## config.mk

```make
export PLATFORM = sky130hd
export DESIGN_NAME = scdc_top
export DESIGN_NICKNAME = d
export VERILOG_FILES = /design/src/hw/scdc_pkg.sv /design/src/hw/scdc_top.sv /design/src/hw/scdc_div.sv
export SDC_FILE = /design/constraint.sdc
export NUM_CORES = 1
export LEC_CHECK = 0
export CAP_MARGIN = 15
export CORE_AREA = 2 2 133 96
export CTS_CLUSTER_SIZE = 14
export DETAILED_ROUTE_END_ITERATION = 10
export DIE_AREA = 0 0 135 98
export DONT_BUFFER_PORTS = 1
export GPL_TIMING_DRIVEN = 0
export SKIP_CTS_REPAIR_TIMING = 1
export SYNTH_ARGS = -nofsm -noshare
export SYNTH_HDL_FRONTEND = slang
export SYNTH_SLANG_ARGS = --single-unit
```

## constraint.sdc

```tcl
create_clock -name clk_i -period 4.95 [get_ports clk_i]
set_input_delay 0.2475 -clock clk_i [delete_from_list [all_inputs] [get_ports clk_i]]
set_output_delay 0.2475 -clock clk_i [all_outputs]
set_load 0.05 [all_outputs]
```

## src/hw/scdc_pkg.sv

```systemverilog
package scdc_pkg;
  localparam int unsigned SCDC_ADDR_W = 4;
  localparam int unsigned SCDC_DATA_W = 16;
  localparam logic [SCDC_ADDR_W-1:0] SCDC_CLOCK_DIVISOR_ADDR = 4'h0;
  localparam logic [SCDC_ADDR_W-1:0] SCDC_FEEDBACK_ADDR = 4'h1;
  // clock divisor field positions
  localparam int unsigned SCDC_ROI_BIT = 15;
  localparam int unsigned SCDC_RATIO_LSB = 12;
  localparam int unsigned SCDC_ENABLE_BIT = 11;
  localparam int unsigned SCDC_FRC_LSB = 8;
  localparam int unsigned SCDC_POST_LSB = 6;
  localparam int unsigned SCDC_PRE_LSB = 0;
  localparam int unsigned SCDC_RATIO_W = 3;
  localparam int unsigned SCDC_FRC_W = 3;
  localparam int unsigned SCDC_POST_W = 2;
  localparam int unsigned SCDC_PRE_W = 5;
  localparam int unsigned SCDC_FB_W = 9;
  localparam int unsigned SCDC_EXP_W = 4;
  localparam int unsigned SCDC_MAX_EXP = 8;
  // reset values
  localparam logic [SCDC_RATIO_W-1:0] SCDC_RATIO_RST = 3'h0;
  localparam logic [SCDC_FRC_W-1:0] SCDC_FRC_RST = 3'h1;
  localparam logic [SCDC_POST_W-1:0] SCDC_POST_RST = 2'h0;
  localparam logic [SCDC_PRE_W-1:0] SCDC_PRE_RST = 5'h00;
  localparam logic [SCDC_FB_W-1:0] SCDC_FB_RST = 9'h000;
  // factor offsets: M = fb + 2, N1 = pre + 2, N2 = 2 * (post + 1)
  localparam logic [SCDC_FB_W:0] SCDC_M_OFS = 10'h002;
  localparam logic [SCDC_PRE_W:0] SCDC_N1_OFS = 6'h02;
  localparam logic [SCDC_POST_W+1:0] SCDC_N2_OFS = 4'h1;
  localparam logic [SCDC_FRC_W-1:0] SCDC_FRC_TOP_CODE = 3'h7;
  localparam logic [SCDC_EXP_W-1:0] SCDC_FRC_TOP_EXP = 4'h8;
endpackage

```

## src/hw/scdc_top.sv

```systemverilog
`timescale 1ns/1ps
`default_nettype none
module scdc_top
  import scdc_pkg::*;
#(
  parameter logic [SCDC_FB_W-1:0] FB_RESET = SCDC_FB_RST
)
(
  input wire logic clk_i,
  input wire logic nrst_i,
  input wire logic ce_i,
  input wire logic sys_reset_i,
  input wire logic [SCDC_ADDR_W-1:0] addr_i,
  input wire logic [SCDC_DATA_W-1:0] wdata_i,
  input wire logic wr_i,
  input wire logic rd_i,
  output logic [SCDC_DATA_W-1:0] rdata_o,
  input wire logic irq_i,
  input wire logic frc_tick_i,
  output logic instr_tick_o,
  output logic periph_tick_o,
  output logic cpu_tick_o,
  output logic frc_div_tick_o,
  output logic reduction_active_o,
  output logic [SCDC_FB_W:0] pll_m_o,
  output logic [SCDC_PRE_W:0] pll_n1_o,
  output logic [SCDC_POST_W+1:0] pll_n2_o
);
  if (FB_RESET > {SCDC_FB_W{1'b1}})
  begin : g_bad
    $error("scdc_top: FB_RESET too wide");
  end

  // both dividers must reach the largest exponent their codes can select
  if (SCDC_MAX_EXP < SCDC_FRC_TOP_EXP)
  begin : g_bad_frc
    $error("scdc_top: divider too short for the top rc code");
  end

  if (SCDC_MAX_EXP < (1 << SCDC_RATIO_W) - 1)
  begin : g_bad_ratio
    $error("scdc_top: divider too short for the largest ratio");
  end

  // register fields; power-on reset only
  logic recover_on_interrupt_reg;
  logic [SCDC_RATIO_W-1:0] cpu_clock_reduction_ratio_reg;
  logic reduction_enable_reg;
  logic [SCDC_FRC_W-1:0] internal_rc_postscaler_reg;
  logic [SCDC_POST_W-1:0] pll_output_divider_reg;
  logic [SCDC_PRE_W-1:0] pll_input_prescaler_reg;
  logic [SCDC_FB_W-1:0] pll_feedback_multiplier_reg;

  logic [SCDC_RATIO_W-1:0] ratio_next;
  logic enable_next;
  logic fcy_phase_reg;
  logic fcy_tick;

  // decode
  wire wr_div = wr_i && (addr_i == SCDC_CLOCK_DIVISOR_ADDR);
  wire wr_fb = wr_i && (addr_i == SCDC_FEEDBACK_ADDR);
  wire [SCDC_RATIO_W-1:0] wr_ratio = wdata_i[SCDC_RATIO_LSB +: SCDC_RATIO_W];
  wire wr_enable = wdata_i[SCDC_ENABLE_BIT];
  // write-data fields
  wire wr_recover = wdata_i[SCDC_ROI_BIT];
  wire [SCDC_FRC_W-1:0] wr_frc = wdata_i[SCDC_FRC_LSB +: SCDC_FRC_W];
  wire [SCDC_POST_W-1:0] wr_post = wdata_i[SCDC_POST_LSB +: SCDC_POST_W];
  wire [SCDC_PRE_W-1:0] wr_pre = wdata_i[SCDC_PRE_LSB +: SCDC_PRE_W];
  wire [SCDC_FB_W-1:0] wr_fb_val = wdata_i[SCDC_FB_W-1:0];
  // hardware clear of the enable on an interrupt
  wire irq_recover = irq_i && recover_on_interrupt_reg;

  function automatic logic [SCDC_EXP_W-1:0] frc_exp(input logic [SCDC_FRC_W-1:0] code);
    frc_exp = (code == SCDC_FRC_TOP_CODE) ? SCDC_FRC_TOP_EXP : SCDC_EXP_W'(code);
  endfunction

  // ratio field frozen while reduction is on
  assign ratio_next = (wr_div && !reduction_enable_reg) ? wr_ratio : cpu_clock_reduction_ratio_reg;

  // interrupt recovery beats a same-cycle software set
  always_comb
  begin
    enable_next = reduction_enable_reg;
    if (wr_div)
    begin
      enable_next = wr_enable && (ratio_next != SCDC_RATIO_RST);
    end
    if (irq_recover)
    begin
      enable_next = 1'b0;
    end
  end

  wire [SCDC_DATA_W-1:0] div_word = {recover_on_interrupt_reg, cpu_clock_reduction_ratio_reg,
    reduction_enable_reg, internal_rc_postscaler_reg, pll_output_divider_reg, 1'b0,
    pll_input_prescaler_reg};
  wire [SCDC_DATA_W-1:0] fb_word = {{(SCDC_DATA_W-SCDC_FB_W){1'b0}}, pll_feedback_multiplier_reg};
  wire [SCDC_DATA_W-1:0] rd_mux = (addr_i == SCDC_CLOCK_DIVISOR_ADDR) ? div_word :
    (addr_i == SCDC_FEEDBACK_ADDR) ? fb_word : '0;

  // nrst_i is power-on reset; sys_reset_i leaves the register alone
  always_ff @(posedge clk_i or negedge nrst_i)
  begin
    if (!nrst_i)
    begin
      recover_on_interrupt_reg <= 1'b0;
      cpu_clock_reduction_ratio_reg <= SCDC_RATIO_RST;
      reduction_enable_reg <= 1'b0;
      internal_rc_postscaler_reg <= SCDC_FRC_RST;
      pll_output_divider_reg <= SCDC_POST_RST;
      pll_input_prescaler_reg <= SCDC_PRE_RST;
      pll_feedback_multiplier_reg <= FB_RESET;
    end
    else if (ce_i)
    begin
      cpu_clock_reduction_ratio_reg <= ratio_next;
      reduction_enable_reg <= enable_next;
      if (wr_div)
      begin
        recover_on_interrupt_reg <= wr_recover;
        internal_rc_postscaler_reg <= wr_frc;
        pll_output_divider_reg <= wr_post;
        pll_input_prescaler_reg <= wr_pre;
      end
      if (wr_fb)
      begin
        pll_feedback_multiplier_reg <= wr_fb_val;
      end
    end
  end

  // read data one cycle after the strobe, zero otherwise
  always_ff @(posedge clk_i or negedge nrst_i)
  begin
    if (!nrst_i)
    begin
      rdata_o <= '0;
    end
    else if (ce_i)
    begin
      rdata_o <= rd_i ? rd_mux : '0;
    end
  end

  // pll factors; reserved divider code 10 simply yields the formula value
  always_ff @(posedge clk_i or negedge nrst_i)
  begin
    if (!nrst_i)
    begin
      pll_m_o <= SCDC_M_OFS;
      pll_n1_o <= SCDC_N1_OFS;
      pll_n2_o <= '0;
    end
    else if (ce_i)
    begin
      pll_m_o <= {1'b0, pll_feedback_multiplier_reg} + SCDC_M_OFS;
      pll_n1_o <= {1'b0, pll_input_prescaler_reg} + SCDC_N1_OFS;
      pll_n2_o <= ({2'b00, pll_output_divider_reg} + SCDC_N2_OFS) << 1;
    end
  end

  // instruction tick every second oscillator cycle
  assign fcy_tick = fcy_phase_reg;

  always_ff @(posedge clk_i or negedge nrst_i)
  begin
    if (!nrst_i)
    begin
      fcy_phase_reg <= 1'b0;
      instr_tick_o <= 1'b0;
      periph_tick_o <= 1'b0;
      reduction_active_o <= 1'b0;
    end
    else if (ce_i)
    begin
      if (sys_reset_i)
      begin
        fcy_phase_reg <= 1'b0;
        instr_tick_o <= 1'b0;
        periph_tick_o <= 1'b0;
      end
      else
      begin
        fcy_phase_reg <= !fcy_phase_reg;
        instr_tick_o <= fcy_tick;
        periph_tick_o <= fcy_tick;
      end
      reduction_active_o <= reduction_enable_reg;
    end
  end

  // cpu tick: ratio applies only while enabled, else 1:1
  wire [SCDC_EXP_W-1:0] cpu_exp = reduction_enable_reg ? SCDC_EXP_W'(cpu_clock_reduction_ratio_reg) : '0;

  scdc_div #(
    .MAX_EXP(SCDC_MAX_EXP)
  ) u_cpu_div (
    .clk_i(clk_i),
    .nrst_i(nrst_i),
    .ce_i(ce_i),
    .clr_i(sys_reset_i),
    .tick_i(fcy_tick),
    .exp_i(cpu_exp),
    .tick_o(cpu_tick_o)
  );

  wire [SCDC_EXP_W-1:0] frc_exp_sel = frc_exp(internal_rc_postscaler_reg);

  // rc postscaler, code 7 divides by 256
  scdc_div #(
    .MAX_EXP(SCDC_MAX_EXP)
  ) u_frc_div (
    .clk_i(clk_i),
    .nrst_i(nrst_i),
    .ce_i(ce_i),
    .clr_i(sys_reset_i),
    .tick_i(frc_tick_i),
    .exp_i(frc_exp_sel),
    .tick_o(frc_div_tick_o)
  );
endmodule
`default_nettype wire

```

## src/hw/scdc_div.sv

```systemverilog
`timescale 1ns/1ps
`default_nettype none
module scdc_div
  import scdc_pkg::*;
#(
  parameter int unsigned MAX_EXP = SCDC_MAX_EXP
)
(
  input wire logic clk_i,
  input wire logic nrst_i,
  input wire logic ce_i,
  input wire logic clr_i,
  input wire logic tick_i,
  input wire logic [SCDC_EXP_W-1:0] exp_i,
  output logic tick_o
);
  if (MAX_EXP < 1 || MAX_EXP >= (1 << SCDC_EXP_W))
  begin : g_bad
    $error("scdc_div: MAX_EXP out of range");
  end

  logic [MAX_EXP-1:0] cnt_reg;
  logic [MAX_EXP:0] full_span;
  logic [MAX_EXP-1:0] term;
  logic at_term;

  // terminal count is 2^exp - 1, so exp 0 passes every tick through
  assign full_span = (MAX_EXP+1)'(1) << exp_i;
  assign term = MAX_EXP'(full_span - (MAX_EXP+1)'(1));
  assign at_term = (cnt_reg >= term);

  always_ff @(posedge clk_i or negedge nrst_i)
  begin
    if (!nrst_i)
    begin
      cnt_reg <= '0;
      tick_o <= 1'b0;
    end
    else if (ce_i)
    begin
      if (clr_i)
      begin
        cnt_reg <= '0;
        tick_o <= 1'b0;
      end
      else
      begin
        tick_o <= tick_i && at_term;
        if (tick_i)
        begin
          cnt_reg <= at_term ? '0 : cnt_reg + MAX_EXP'(1);
        end
      end
    end
  end
endmodule
`default_nettype wire

```

==> results.py <==
metrics = {
    "outcome": {
        "status": "finished clean",
    },
    "yosys": {
        "syn-instance-count": 365,
        "syn_avg_cell_area_um2": 11.2,
        "synthTopCellsByArea": "dfrtp_1 (47%), ha_1 (6.7%), mux2_4 (3.3%)",
        "synth_edf_count": 0,
        "yosysUniqueCellTypes": 56,
        "yosysSeqAreaShare_pct": 49.1,
        "async_reset_ff_share_pct": 100,
        "ys.flop_type": "dfrtp_1",
        "syn-cell-area_um2": 4080,
        "synth_top_area_cell": "dfrtp_1",
        "synth_nets": 415,
        "ys_seq_elements": 80,
        "synth_warnings": 0,
        "netlist.area_leader.share_pct": 47.2,
    },
    "layout": {
        "layout.cells.non_filler": 545,
        "syn_to_final_growth_pct": 13.4,
        "final_util_pct": 38.3,
        "fin_nets": 428,
        "nFillCells": 1210,
        "largest_reg_flops": 16,
        "antenna_cells": 0,
        "drive_gt1_share_pct": 15.4,
    },
    "clock_tree": {
        "cts_tree": "built",
        "cts_max_level": 3,
        "clock_latency_ps": 340,
        "clock_path_buffers": 2,
        "cts_buffers": 9,
        "clk_pin_slew_ps": 60,
        "cts_sinks": 80,
        "cts-root-buf": "clkbuf_16",
    },
    "timing": {
        "tightestPinTransition_ps": 683,
        "setup_viol": 0,
        "period_share_pct": 61.6,
        "slew_violations": 0,
        "timing.hold.ws_ps": 38.6,
        "finalCriticalPeriod_ps": 3050,
        "timing.fmax_mhz": 328,
        "slew_headroom_pct": 54.2,
        "fin_setup_tns_ps": 0,
        "finalHoldViolations": 0,
        "finClkSkew_ps": 6.85,
        "rsz0062_at_grt": "no",
    },
    "floorplan": {
        "initial_utilization_pct": 33.8,
        "ios": 69,
        "die-area_um2": 13200,
        "num_rows": 34,
        "core_um2": 12100,
        "dieWidth_um": 135,
        "die_y_um": 98,
    },
    "drt": {
        "dr.first_iter.drc_count": 199,
        "top_layer_used": "met4",
        "wl_mm": 9.59,
        "drtAntennaViolNets": 0,
        "wl_met2_mm": 4.16,
        "wl_per_cell_um": 17.6,
        "first_pass_iters": 4,
        "drc": 0,
        "wl_met1_mm": 4.50,
        "vias": 2821,
        "routed_via_density": 5.18,
        "wl_met3_um": 820,
    },
    "min_path": {
        "hold_path.class": "in -> reg",
    },
    "critical_path": {
        "crit_arrival_ps": 3270,
        "startpoint_type": "flip-flop",
        "cp-end-kind": "flip-flop",
        "required_ps": 5170,
        "worstSetupPathType": "reg -> reg",
        "critPathMaxFanout": 10,
    },
    "run": {
        "drv_cap": 0,
    },
    "global_route": {
        "overflow": 0,
        "grt_first_pass_wirelength_mm": 15.4,
        "grt_max_degree": 81,
        "grt_usage_pct": 15.2,
        "grt_pass1_vias": 2819,
        "antenna_found_initial": 0,
    },
    "power": {
        "p_leak_nw": 2.06,
        "p_per_area_nw_per_um2": 416,
        "vdd_ir_drop_max_mv": 0.226,
    },
    "placement": {
        "dp_cells": 527,
        "portBuffers": 0,
        "gp_congestion": 0.798,
        "dp_hpwl_mm": 7.05,
    },
}
-- critical path, stage by stage, from the launching register on --
cell and delay [ps]:
dfrtp_1 350, clkbuf_1 180, nor3_1 280, nor2b_1 110, ha_1 240, o21ai_0 200, a32oi_1 130, ha_1 330
and4_1 190, o21ai_0 130, o211ai_2 310, buf_6 200, nor2_1 50, a211o_1 220
-- area by class of cell --
cell class	instances	area [µm²]	share of cell area (%)
Sequential cell	80	2010	43.3
Multi-Input combinational cell	256	1930	41.8
Clock buffer	10	239	5.16
Tap cell	162	203	4.38
Buffer	20	109	2.35
Clock inverter	6	66.3	1.43
Timing Repair Buffer	2	37.5	0.811
Inverter	9	33.8	0.730
-- path summary, 6_finish.rpt --
path	start	endpoint	slack, ps	cells after the start
max	cpu_clock_reduction_ratio_reg[1]$_DFFE_PN0P_	u_cpu_div.cnt_reg[6]$_DFFE_PN0P_	1900	13
min	frc_tick_i	u_frc_div.cnt_reg[6]$_DFFE_PN0P_	40	1
max reg2reg	cpu_clock_reduction_ratio_reg[1]$_DFFE_PN0P_	u_cpu_div.cnt_reg[6]$_DFFE_PN0P_	1900	13
min reg2reg	recover_on_interrupt_reg$_DFFE_PN0P_	rdata_o[15]$_DFFE_PN0P_	520	1
max in group asynchronous	nrst_i	pll_m_o[1]$_DFFE_PN1P_	4140	2
min in group asynchronous	nrst_i	pll_feedback_multiplier_reg[0]$_DFFE_PN0P_	440	2
-- through the flow --
step | total power (W) | instance area [µm²] | setup WS (ps)
after floorplan | 0.00116 | 4080 | 2340
final | 0.00192 | 4630 | 1900
after global placement | 0.00123 | 4280 | 1960
after CTS | 0.00193 | 4590 | 1880
after detailed placement | 0.00124 | 4280 | 1900
after global routing | 0.00202 | 4630 | 1640
-- placed cells by master (no fill, tap or decap), drive strengths merged, types with 5 or more instances in the layout --
master / instances
xor2: 7
inv: 10
nand2: 26
and3: 8
o21ai: 23
nor2: 21
ha: 22
a22o: 8
dfrtp: 77
o2bb2ai: 11
mux2: 30
nand3: 17
a21oi: 13
a22oi: 8
xnor2: 6
clkbuf: 17
nor3: 5
buf: 14
-- logic make-up (layout without fill, tap and decap cells) --
kind of cell | Yosys count | in the layout | synth area share [%]
mux | 30 | 30 | 9.10
xor+xnor | 13 | 13 | 2.79
compound gates | 85 | 85 | 15.0
flops | 80 | 80 | 49.1
buf+inv | 29 | 47 | 3.49
simple gates | 104 | 104 | 13.5
fa+ha+maj | 22 | 22 | 6.74
other cells | 2 | 2 | 0.184
-- synth_stat cells (3+ instances only) --
master      n
nor4_1      3
xnor2_1     6
ha_1       22
nand2_1    26
o2bb2ai_1  11
clkbuf_1    7
o21ai_1     3
a22o_1      8
nor2b_1     4
mux2_1     10
buf_4       3
a211o_1     4
inv_1       8
a21o_1      3
o21ai_0    20
nor3_1      4
nand4_1     4
nor3b_1     3
nor2_1     21
xor2_1      7
mux2_4      9
nand3_1    17
dfrtp_1    77
o211ai_1    3
dfstp_2     3
buf_2       6
and3_1      8
a22oi_1     8
nand2b_1    3
mux2_2     11
a21oi_1    13
-- power by group --
group | internal, W | switching, W | leakage [nW] | total (W)
sequential | 0.000742 | 0.000222 | 1.05 | 0.000963
combinational | 0.000134 | 0.000146 | 0.861 | 0.000280
clock | 0.000407 | 0.000273 | 0.153 | 0.000680
-- metal layers --
metal | up-vias | global-route usage [%]
met2 | 62 | 21.9
li1 | 1342 | -
met1 | 1407 | 20.8
met4 | 0 | 4.09
met3 | 10 | 6.91
met5 | - | 0
Note: power is estimated with default switching activity, not from simulation.
